[src/shared/dccs_pkg.sv]
// Contract
// - Channel index 1..8, or 1..16 on wide builds; anything else flags an error.
// - Configure request replies 16-bit 1 when ready, 0 when not.
// - Shared path (reset default) feeds shared terminals and opens all channel outputs.
// - Per-channel path feeds selected channel terminals; shared terminals disconnected.
// - Configure request while trigger waits is rejected with an error.
// - Current configure needs program-selectable jumper or output-type jumper at current.
// - Voltage configure needs program-selectable jumper or output-type jumper at voltage.
// - At least nine entries before completion; host ready for up to fifty.
// - Current entry codes 0,1,2,3 by completion and resistor state; 5 abort.
// - Voltage entry codes: 0 complete, 1 more needed, 5 abort.
// - Entry of the wrong type, or during resistor calibration, aborts.
// - More than fifty entries without success aborts.
// - Current completion with uncalibrated resistor applies constants, flag stays clear.
// - Completion puts constants into working use only, never non-volatile storage.
// - Any other command discards partial calibration, constants untouched.
// - Per-channel current and voltage calibrated status words, bit n is channel n+1.
//
// Constants, opcodes and carriers of the calibration sequencer.
// Assumes a single 125 MHz clock domain shared with the AXI4-Lite master.
package dccs_pkg;
    localparam int DCCS_NCH = 16;
    localparam logic [7:0] ADDR_CTRL = 8'h00;
    localparam logic [7:0] ADDR_CMD = 8'h04;
    localparam logic [7:0] ADDR_VALUE = 8'h08;
    localparam logic [7:0] ADDR_REPLY = 8'h0C;
    localparam logic [7:0] ADDR_STATUS = 8'h10;
    localparam logic [7:0] ADDR_CURCAL = 8'h14;
    localparam logic [7:0] ADDR_VOLCAL = 8'h18;
    localparam int CTRL_PATH_BIT = 0;
    localparam int CMD_OP_LSB = 0;
    localparam int CMD_CH_LSB = 8;
    localparam int STAT_ERR_BIT = 0;
    localparam int STAT_ACT_LSB = 1;
    localparam int STAT_CNT_LSB = 8;
    localparam logic [5:0] MIN_ENTRIES = 6'h09;
    localparam logic [5:0] MAX_ENTRIES = 6'h32;
    localparam logic [4:0] CH_MAX_NARROW = 5'h08;
    localparam logic [4:0] CH_MAX_WIDE = 5'h10;
    localparam logic [15:0] RPL_NOT_READY = 16'h0000;
    localparam logic [15:0] RPL_READY = 16'h0001;
    localparam logic [15:0] RPL_DONE_RES = 16'h0000;
    localparam logic [15:0] RPL_MORE_RES = 16'h0001;
    localparam logic [15:0] RPL_DONE_NORES = 16'h0002;
    localparam logic [15:0] RPL_MORE_NORES = 16'h0003;
    localparam logic [15:0] RPL_ABORT = 16'h0005;
    localparam logic [1:0] RESP_OKAY = 2'h0;
    localparam logic [1:0] RESP_SLVERR = 2'h2;

    typedef enum logic [2:0] {
        OP_NONE = 3'b000,
        OP_CFG_CUR = 3'b001,
        OP_CFG_VOL = 3'b010,
        OP_ENT_CUR = 3'b011,
        OP_ENT_VOL = 3'b100,
        OP_OTHER = 3'b111
    } dccs_op_t;

    typedef enum logic [1:0] {
        ST_IDLE = 2'b00,
        ST_CUR = 2'b01,
        ST_VOL = 2'b10
    } dccs_state_t;

    // Strap and neighbour levels; all asynchronous to clk_sys
    typedef struct packed {
        logic [DCCS_NCH-1:0] progSel;
        logic [DCCS_NCH-1:0] outIsVolt;
        logic trigWaiting;
        logic resCalActive;
        logic resCalibrated;
        logic fitConverged;
        logic wideBuild;
    } dccs_pins_t;

    typedef struct packed {
        logic strobe;
        logic isVolt;
        logic [3:0] chan;
        logic [31:0] lastValue;
    } dccs_apply_t;

    typedef struct packed {
        logic sharedConnect;
        logic [DCCS_NCH-1:0] chanClose;
    } dccs_route_t;
endpackage

[src/hdl/dccs_cal_seq.sv]
// Channel calibration sequencer with AXI4-Lite register access.
// Assumes pins arrive asynchronously and a neighbour block does the curve fit.
`timescale 1ns/1ps
module dccs_cal_seq
    import dccs_pkg::*;
(
    input wire logic clk_sys,
    input wire logic resetn,
    input wire logic [7:0] s_axi_awaddr,
    input wire logic s_axi_awvalid,
    output logic s_axi_awready,
    input wire logic [31:0] s_axi_wdata,
    input wire logic [3:0] s_axi_wstrb,
    input wire logic s_axi_wvalid,
    output logic s_axi_wready,
    output logic [1:0] s_axi_bresp,
    output logic s_axi_bvalid,
    input wire logic s_axi_bready,
    input wire logic [7:0] s_axi_araddr,
    input wire logic s_axi_arvalid,
    output logic s_axi_arready,
    output logic [31:0] s_axi_rdata,
    output logic [1:0] s_axi_rresp,
    output logic s_axi_rvalid,
    input wire logic s_axi_rready,
    input wire dccs_pins_t pinsIn,
    output dccs_apply_t applyOut,
    output dccs_route_t routeOut
);
    function automatic logic [31:0] mergeStrb(input logic [31:0] old, input logic [31:0] nw,
                                              input logic [3:0] strb);
        logic [31:0] res;
        res = old;
        for (int i = 0; i < 4; i++) begin
            if (strb[i]) begin
                res[i*8 +: 8] = nw[i*8 +: 8];
            end
        end
        return res;
    endfunction

    function automatic logic mapped(input logic [7:0] a);
        return a == ADDR_CTRL || a == ADDR_CMD || a == ADDR_VALUE || a == ADDR_REPLY ||
               a == ADDR_STATUS || a == ADDR_CURCAL || a == ADDR_VOLCAL;
    endfunction

    dccs_pins_t pinsS1_ff;
    dccs_pins_t pinsS2_ff;
    logic awPend_ff;
    logic [7:0] awAddr_ff;
    logic wPend_ff;
    logic [31:0] wData_ff;
    logic [3:0] wStrb_ff;
    logic bValid_ff;
    logic [1:0] bResp_ff;
    logic rValid_ff;
    logic [31:0] rData_ff;
    logic [1:0] rResp_ff;
    logic pathChan_ff;
    logic [31:0] value_ff;
    logic [15:0] reply_ff;
    logic err_ff;
    dccs_state_t state_ff;
    logic [3:0] chan_ff;
    logic [5:0] cnt_ff;
    logic [DCCS_NCH-1:0] curCal_ff;
    logic [DCCS_NCH-1:0] volCal_ff;
    dccs_apply_t apply_ff;
    dccs_route_t route_ff;

    // Both flops of the synchroniser run as one; only the second is read
    always_ff @(posedge clk_sys) begin
        if (!resetn) begin
            pinsS1_ff <= '0;
            pinsS2_ff <= '0;
        end else begin
            pinsS1_ff <= pinsIn;
            pinsS2_ff <= pinsS1_ff;
        end
    end

    wire awTake = s_axi_awvalid && s_axi_awready;
    wire wTake = s_axi_wvalid && s_axi_wready;
    wire haveAw = awPend_ff || awTake;
    wire haveW = wPend_ff || wTake;
    wire wrDo = haveAw && haveW && !bValid_ff;
    wire [7:0] wrAddr = awPend_ff ? awAddr_ff : s_axi_awaddr;
    wire [31:0] wrData = wPend_ff ? wData_ff : s_axi_wdata;
    wire [3:0] wrStrb = wPend_ff ? wStrb_ff : s_axi_wstrb;
    wire arTake = s_axi_arvalid && s_axi_arready;

    assign s_axi_awready = !awPend_ff && !bValid_ff;
    assign s_axi_wready = !wPend_ff && !bValid_ff;
    assign s_axi_arready = !rValid_ff;
    assign s_axi_bvalid = bValid_ff;
    assign s_axi_bresp = bResp_ff;
    assign s_axi_rvalid = rValid_ff;
    assign s_axi_rdata = rData_ff;
    assign s_axi_rresp = rResp_ff;
    assign applyOut = apply_ff;
    assign routeOut = route_ff;

    always_ff @(posedge clk_sys) begin
        if (!resetn) begin
            awPend_ff <= 1'b0;
            awAddr_ff <= 8'h00;
            wPend_ff <= 1'b0;
            wData_ff <= 32'h00000000;
            wStrb_ff <= 4'h0;
            bValid_ff <= 1'b0;
            bResp_ff <= RESP_OKAY;
        end else begin
            awPend_ff <= haveAw && !wrDo;
            wPend_ff <= haveW && !wrDo;
            if (awTake) begin
                awAddr_ff <= s_axi_awaddr;
            end
            if (wTake) begin
                wData_ff <= s_axi_wdata;
                wStrb_ff <= s_axi_wstrb;
            end
            if (wrDo) begin
                bValid_ff <= 1'b1;
                bResp_ff <= mapped(wrAddr) ? RESP_OKAY : RESP_SLVERR;
            end else if (s_axi_bready) begin
                bValid_ff <= 1'b0;
            end
        end
    end

    wire [31:0] statusWord = {16'h0000, 2'h0, cnt_ff, 5'h00, state_ff, err_ff};
    wire [31:0] rdMux =
        (s_axi_araddr == ADDR_CTRL) ? {31'h00000000, pathChan_ff} :
        (s_axi_araddr == ADDR_VALUE) ? value_ff :
        (s_axi_araddr == ADDR_REPLY) ? {16'h0000, reply_ff} :
        (s_axi_araddr == ADDR_STATUS) ? statusWord :
        (s_axi_araddr == ADDR_CURCAL) ? {16'h0000, curCal_ff} :
        (s_axi_araddr == ADDR_VOLCAL) ? {16'h0000, volCal_ff} : 32'h00000000;

    always_ff @(posedge clk_sys) begin
        if (!resetn) begin
            rValid_ff <= 1'b0;
            rData_ff <= 32'h00000000;
            rResp_ff <= RESP_OKAY;
        end else if (arTake) begin
            rValid_ff <= 1'b1;
            rData_ff <= rdMux;
            rResp_ff <= mapped(s_axi_araddr) ? RESP_OKAY : RESP_SLVERR;
        end else if (s_axi_rready) begin
            rValid_ff <= 1'b0;
        end
    end

    // Command decode; a write to the command word is the command itself
    wire cmdFire = wrDo && wrAddr == ADDR_CMD;
    wire [2:0] cmdOp = wrData[CMD_OP_LSB +: 3];
    wire [4:0] cmdCh = wrData[CMD_CH_LSB +: 5];
    wire [3:0] cmdIdx = 4'(cmdCh - 5'h01);
    wire chOk = cmdCh != 5'h00 && cmdCh <= (pinsS2_ff.wideBuild ? CH_MAX_WIDE : CH_MAX_NARROW);
    wire jmpCur = pinsS2_ff.progSel[cmdIdx] || !pinsS2_ff.outIsVolt[cmdIdx];
    wire jmpVol = pinsS2_ff.progSel[cmdIdx] || pinsS2_ff.outIsVolt[cmdIdx];
    wire [5:0] cntInc = cnt_ff + 6'h01;
    wire resOk = pinsS2_ff.resCalibrated;

    dccs_state_t nxt_state;
    logic [3:0] nxt_chan;
    logic [5:0] nxt_cnt;
    logic [15:0] nxt_reply;
    logic nxt_errSet;
    logic nxt_done;

    always_comb begin
        nxt_state = state_ff;
        nxt_chan = chan_ff;
        nxt_cnt = cnt_ff;
        nxt_reply = reply_ff;
        nxt_errSet = 1'b0;
        nxt_done = 1'b0;
        if (cmdFire) begin
            // every command leaves idle unless it starts or keeps a calibration going
            nxt_state = ST_IDLE;
            nxt_cnt = 6'h00;
            unique case (cmdOp)
                OP_CFG_CUR, OP_CFG_VOL: begin
                    nxt_reply = RPL_NOT_READY;
                    // reject while waiting for trigger or bad index
                    if (!chOk || pinsS2_ff.trigWaiting) begin
                        nxt_errSet = 1'b1;
                    end else if (cmdOp == OP_CFG_CUR ? jmpCur : jmpVol) begin
                        nxt_reply = RPL_READY;
                        nxt_state = (cmdOp == OP_CFG_CUR) ? ST_CUR : ST_VOL;
                        nxt_chan = cmdIdx;
                    end else begin
                        nxt_errSet = 1'b1;
                    end
                end
                OP_ENT_CUR, OP_ENT_VOL: begin
                    nxt_reply = RPL_ABORT;
                    if (!chOk) begin
                        nxt_errSet = 1'b1;
                    end
                    if (chOk && cmdIdx == chan_ff && !pinsS2_ff.resCalActive &&
                        state_ff == (cmdOp == OP_ENT_CUR ? ST_CUR : ST_VOL) &&
                        cntInc <= MAX_ENTRIES) begin
                        if (cntInc >= MIN_ENTRIES && pinsS2_ff.fitConverged) begin
                            nxt_done = 1'b1;
                            nxt_reply = (cmdOp == OP_ENT_VOL || resOk) ? RPL_DONE_RES
                                                                       : RPL_DONE_NORES;
                        end else begin
                            nxt_state = state_ff;
                            nxt_cnt = cntInc;
                            nxt_reply = (cmdOp == OP_ENT_VOL || resOk) ? RPL_MORE_RES
                                                                       : RPL_MORE_NORES;
                        end
                    end
                end
                default: begin
                    nxt_reply = reply_ff;
                end
            endcase
        end
    end

    // Routing follows the next state so relays move with the reply
    wire nxt_active = nxt_state != ST_IDLE;
    wire nxt_path = (wrDo && wrAddr == ADDR_CTRL && wrStrb[0]) ? wrData[CTRL_PATH_BIT]
                                                             : pathChan_ff;

    always_ff @(posedge clk_sys) begin
        if (!resetn) begin
            pathChan_ff <= 1'b0;
            value_ff <= 32'h00000000;
            reply_ff <= RPL_NOT_READY;
            err_ff <= 1'b0;
            state_ff <= ST_IDLE;
            chan_ff <= 4'h0;
            cnt_ff <= 6'h00;
            curCal_ff <= '0;
            volCal_ff <= '0;
            apply_ff <= '0;
            route_ff <= '0;
        end else begin
            pathChan_ff <= nxt_path;
            if (wrDo && wrAddr == ADDR_VALUE) begin
                value_ff <= mergeStrb(value_ff, wrData, wrStrb);
            end
            reply_ff <= nxt_reply;
            state_ff <= nxt_state;
            chan_ff <= nxt_chan;
            cnt_ff <= nxt_cnt;
            // Write one clears the error; a new error in the same cycle wins
            err_ff <= nxt_errSet || (err_ff && !(wrDo && wrAddr == ADDR_STATUS &&
                                                 wrStrb[0] && wrData[STAT_ERR_BIT]));
            // constants go to working use only
            apply_ff.strobe <= nxt_done;
            if (nxt_done) begin
                apply_ff.isVolt <= state_ff == ST_VOL;
                apply_ff.chan <= chan_ff;
                apply_ff.lastValue <= value_ff;
            end
            // status words; current flag needs a calibrated resistor
            if (nxt_done && state_ff == ST_VOL) begin
                volCal_ff[chan_ff] <= 1'b1;
            end
            if (nxt_done && state_ff == ST_CUR) begin
                curCal_ff[chan_ff] <= resOk;
            end
            route_ff.sharedConnect <= nxt_active && !nxt_path;
            route_ff.chanClose <= (nxt_active && nxt_path) ? (16'h0001 << nxt_chan) : 16'h0000;
        end
    end

    property p_cfg_ready;
        @(posedge clk_sys) disable iff (!resetn)
        cmdFire && cmdOp == OP_CFG_VOL && chOk && !pinsS2_ff.trigWaiting && jmpVol
        |=> reply_ff == RPL_READY && state_ff == ST_VOL;
    endproperty
    a_cfg_ready: assert property (p_cfg_ready) else $error("configure not ready");

    property p_bad_chan;
        @(posedge clk_sys) disable iff (!resetn)
        cmdFire && cmdOp == OP_CFG_CUR && !chOk |=> err_ff && state_ff == ST_IDLE;
    endproperty
    a_bad_chan: assert property (p_bad_chan) else $error("bad channel accepted");

    property p_trig;
        @(posedge clk_sys) disable iff (!resetn)
        cmdFire && cmdOp == OP_CFG_CUR && pinsS2_ff.trigWaiting
        |=> err_ff && reply_ff == RPL_NOT_READY;
    endproperty
    a_trig: assert property (p_trig) else $error("configure during trigger wait");

    property p_jumper;
        @(posedge clk_sys) disable iff (!resetn)
        cmdFire && cmdOp == OP_CFG_CUR && chOk && !pinsS2_ff.trigWaiting &&
        !pinsS2_ff.progSel[cmdIdx] && pinsS2_ff.outIsVolt[cmdIdx] |=> state_ff == ST_IDLE;
    endproperty
    a_jumper: assert property (p_jumper) else $error("jumper ignored");

    property p_route_shared;
        @(posedge clk_sys) disable iff (!resetn)
        state_ff != ST_IDLE && !pathChan_ff |-> route_ff.sharedConnect &&
        route_ff.chanClose == 16'h0000;
    endproperty
    a_route_shared: assert property (p_route_shared) else $error("shared route");

    property p_route_chan;
        @(posedge clk_sys) disable iff (!resetn)
        state_ff != ST_IDLE && pathChan_ff |-> !route_ff.sharedConnect &&
        route_ff.chanClose[chan_ff] && $onehot(route_ff.chanClose);
    endproperty
    a_route_chan: assert property (p_route_chan) else $error("channel route");

    property p_min;
        @(posedge clk_sys) disable iff (!resetn)
        apply_ff.strobe |-> $past(cnt_ff) >= 6'h08;
    endproperty
    a_min: assert property (p_min) else $error("completed too early");

    property p_mismatch;
        @(posedge clk_sys) disable iff (!resetn)
        cmdFire && cmdOp == OP_ENT_CUR && state_ff == ST_VOL
        |=> reply_ff == RPL_ABORT && state_ff == ST_IDLE;
    endproperty
    a_mismatch: assert property (p_mismatch) else $error("no abort on mismatch");

    property p_max;
        @(posedge clk_sys) disable iff (!resetn)
        cmdFire && (cmdOp == OP_ENT_CUR || cmdOp == OP_ENT_VOL) && cnt_ff == MAX_ENTRIES
        |=> reply_ff == RPL_ABORT && cnt_ff == 6'h00;
    endproperty
    a_max: assert property (p_max) else $error("no abort past limit");

    property p_nores;
        @(posedge clk_sys) disable iff (!resetn)
        apply_ff.strobe && !apply_ff.isVolt && !$past(resOk) |-> !curCal_ff[apply_ff.chan];
    endproperty
    a_nores: assert property (p_nores) else $error("flag set without resistor");

    property p_other;
        @(posedge clk_sys) disable iff (!resetn)
        cmdFire && cmdOp == OP_OTHER |=> state_ff == ST_IDLE && !apply_ff.strobe &&
        $stable(curCal_ff) && $stable(volCal_ff);
    endproperty
    a_other: assert property (p_other) else $error("interruption not discarded");

    property p_idle;
        @(posedge clk_sys) disable iff (!resetn)
        state_ff == ST_IDLE |-> cnt_ff == 6'h00;
    endproperty
    a_idle: assert property (p_idle) else $error("counter kept in idle");

    c_done_vol: cover property (@(posedge clk_sys) apply_ff.strobe && apply_ff.isVolt);
    c_done_cur: cover property (@(posedge clk_sys) apply_ff.strobe && !apply_ff.isVolt);
    c_abort: cover property (@(posedge clk_sys) cmdFire ##1 reply_ff == RPL_ABORT);
    c_route: cover property (@(posedge clk_sys) route_ff.chanClose != 16'h0000);
endmodule // dccs_cal_seq

[config.mk]
export PLATFORM = sky130hd
export DESIGN_NAME = dccs_cal_seq
export DESIGN_NICKNAME = d
export VERILOG_FILES = /design/src/shared/dccs_pkg.sv /design/src/hdl/dccs_cal_seq.sv
export SDC_FILE = /design/constraint.sdc
export NUM_CORES = 1
export LEC_CHECK = 0
export BUFFER_PORTS_ARGS = -buffer_cell sky130_fd_sc_hd__buf_2
export CAP_MARGIN = 30
export CORE_MARGIN = 10
export CORE_UTILIZATION = 45
export CTS_CLUSTER_SIZE = 14
export DETAILED_ROUTE_END_ITERATION = 12
export PLACE_DENSITY = 0.66
export SYNTH_ARGS = -nofsm -noshare
export SYNTH_HDL_FRONTEND = slang
export SYNTH_SLANG_ARGS = --single-unit
[constraint.sdc]
create_clock -name clk_sys -period 5.66 [get_ports clk_sys]
set_input_delay 0.566 -clock clk_sys [delete_from_list [all_inputs] [get_ports clk_sys]]
set_output_delay 0.566 -clock clk_sys [all_outputs]
set_load 0.02 [all_outputs]
==> results.json <==
{
  "outcome": "complete, no violations",
  "dp_cells": 1806,
  "drtPass1Iterations": 7,
  "whs_ps": 221.7,
  "leakagePower_nw": 5.536,
  "grt_max_degree": 101,
  "tightest_slew_ps": 976.6,
  "rsz0062_at_grt": "false",
  "hold_path.class": "input pin to flip-flop",
  "coreArea_mm2": 0.02533,
  "layout-drive-gt1-share_pct": 19.15,
  "r2r-end": "routeOut[4]",
  "fin_util_pct": 54.81,
  "vias": 9871,
  "via_per_inst": 5.293,
  "r2r_cells": 12,
  "post_cts_buffers": 0,
  "final.min_clock_period_ps": 4418,
  "fin_tns_setup_ps": 0,
  "grt_antenna_before_repair": 8,
  "numPortBuffers": 189,
  "synthAdderAreaFrac_pct": 0.7507,
  "clock_path_buffers": 3,
  "areaGrowthSynthToFinish_pct": 18.97,
  "die_w_um": 181.0,
  "async_flop_share_pct": 0,
  "io_pins": 192,
  "crit_family": "compound AO/OA/AOI/OAI gates",
  "yosys_warnings": 0,
  "wl_per_cell_um": 17.03,
  "synth_cell_type_count": 67,
  "ys_ff_latch": 292,
  "root_buffer": "clkbuf_16",
  "max_freq_mhz": 226.3,
  "path_clk_slew_ps": 60,
  "setup_viol": 0,
  "fin_crit_sh_pct": 78.06,
  "cts_sinks": 292,
  "die_area_mm2": 0.03277,
  "peakVddDrop_v": 0.0002276,
  "ys_top_cells_by_count": "dfxtp_1, nand2_1, nor2_1",
  "synth_top_family_by_area": "simple AND/OR/NAND/NOR gates",
  "fin_ws_ps": 1242,
  "ant_nets": 0,
  "fin_nets": 1612,
  "arrival_ps": 4840,
  "synth.mux.area_fraction_pct": 6.488,
  "finClkSkew_ps": 16.98,
  "crit_path_start_kind": "flip-flop",
  "regToRegSetupSlack_ps": 1240,
  "final_area_mm2": 0.01388,
  "path_cells": "buf_4 > mux2i_1 > ha_1 > inv_1 > o21bai_1 > a2111oi_0 > a32oi_1 > o22ai_2 > mux2i_2 > a21oi_1 > o21ai_0 > nor2_1",
  "first_iter_violations": 796,
  "cts-buffers-inserted": 31,
  "synth_area_leaders": "dfxtp_1, nand2_1, a21oi_1",
  "start_util_pct": 46.07,
  "synth.most_common_cell": "dfxtp_1",
  "critPathSlowestCell": "buf_4",
  "grt_pass1_wl_um": 50690,
  "avgSynthCellArea_um2": 8.604,
  "cap_violations": 0,
  "syn-cell-area_mm2": 0.01167,
  "crit_fanout": 48,
  "cts-resized-gates": 0,
  "r2r-start": "wPend_ff",
  "grt-ovfl-total": 0,
  "synthXorXnorAreaFrac_pct": 0.7828,
  "syn_inst": 1356,
  "grt.total_usage_pct": 18.44,
  "worstHoldStart": "s_axi_rready",
  "drt_wl_total_um": 31760,
  "dpl.hpwl_um": 22700,
  "fp.dieH_um": 181.0,
  "tritoncts": "done",
  "hold_path_depth": 2,
  "cellPowerDensity_mw_per_mm2": 336.0,
  "cts_hold_repair.buffers": 0,
  "critPathKind": "flip-flop to flip-flop",
  "cpPeakStageDelay_ps": 560,
  "htreeDepth": 1,
  "yosys_most_used_dff": "dfxtp_1",
  "p_total_mw": 4.664,
  "synthSimpleGateAreaFrac_pct": 23.16,
  "hold-path-endpoint": "s_axi_rvalid",
  "relSlewSlack_pct": 34.34,
  "synth.top_cell.area_share_pct": 50.10,
  "hold_viol": 0,
  "worstSkewPairLatency_ps": 550,
  "rows": 58,
  "drc": 0,
  "path_buf_inv": 2,
  "place_congestion": 0.8419,
  "report.final.slew_viol_count": 0,
  "stdcell_count": 1865,
  "pre_cts_slack_ps": 1222,
  "yosysSeqAreaShare_pct": 50.10,
  "synth-edff-count": 0,
  "grt_pass1_vias": 9415,
  "worstPathRequired_ps": 6080,
  "place_area_mm2": 0.01281,
  "synth-compound-area-share_pct": 15.26,
  "yosysTopAreaCell": "dfxtp_1",
  "critPathCaptureType": "flip-flop"
}
-- registers in the layout, summed over array words and instances (netlist names), 2 cells and up --
signal,count
wData_ff,32
value_ff,32
state_ff,2
reply_ff,3
volCal_ff,16
routeOut,17
pinsS1_ff,37
awAddr_ff,8
cnt_ff,6
curCal_ff,16
applyOut,38
chan_ff,4
pinsS2_ff,36
s_axi_rdata,32
wStrb_ff,4
-- logic make-up (layout without fill, tap and decap cells) --
kind of cell	count (synthesis)	in the layout
AO/OA/AOI/OAI	291	291
XOR/XNOR	8	8
adder cells (fa/ha/maj)	7	7
buffers and inverters	101	274
flip-flops	292	292
multiplexers	68	68
other	1	7
AND/OR/NAND/NOR	588	588
-- where the power goes --
part / internal [mW] / switching [mW] / total (mW) / leakage [nW]
logic: 0.169 / 0.270 / 0.439 / 2.64
registers: 2.11 / 0.0285 / 2.14 / 2.38
clock network: 1.28 / 0.807 / 2.09 / 0.516
total: 3.56 / 1.11 / 4.66 / 5.54
-- per-layer routing --
layer / wire length, um / global-route usage (%) / vias to the layer above
met2: 14100 / 29.04 / 291
met3: 2378 / 4.895 / 47
met5: 41 / 0 / -
met4: 539 / 4.263 / 6
met1: 14700 / 24.71 / 4590
li1: - / - / 4937
-- cell type report --
cell class / instances / area, um2
Clock buffer: 40 / 849.6
Tap cell: 330 / 412.9
Timing Repair Buffer: 202 / 1044
Antenna cell: 5 / 12.51
Sequential cell: 292 / 5847
Clock inverter: 14 / 207.7
Inverter: 18 / 70.07
Fill cell: 2356 / 11450
Multi-Input combinational cell: 964 / 5438
-- worst register-to-register path: stages (launching register included) --
cell and delay (ps):
dfxtp_2 320, buf_4 560, mux2i_1 390, ha_1 430, inv_1 390, o21bai_1 120, a2111oi_0 450, a32oi_1 150
o22ai_2 390, mux2i_2 480, a21oi_1 120, o21ai_0 420, nor2_1 80
-- cell usage in the layout, fill, tap and decap left out, types with 19 or more instances in the layout --
| cell | n |
|---|---|
| dfxtp_1 | 291 |
| and2_1 | 79 |
| mux2i_1 | 48 |
| buf_2 | 189 |
| nor2_1 | 181 |
| a21oi_1 | 160 |
| nand2_1 | 226 |
| nand3_1 | 19 |
| clkbuf_16 | 31 |
| a22oi_1 | 28 |
-- how the worst max path moves through the flow --
stage                             end  slack (ps)  cells after the start            from
after global routing      routeOut[5]         830                     12        wPend_ff
after floorplan            chan_ff[0]        1710                     15        wPend_ff
after global placement    routeOut[7]        1440                     13  s_axi_wdata[8]
final                     routeOut[4]        1240                     12        wPend_ff
after CTS                 routeOut[7]        1260                     12        wPend_ff
after detailed placement  routeOut[7]        1220                     13  s_axi_wdata[8]
Power figures use the tool's default switching activity.
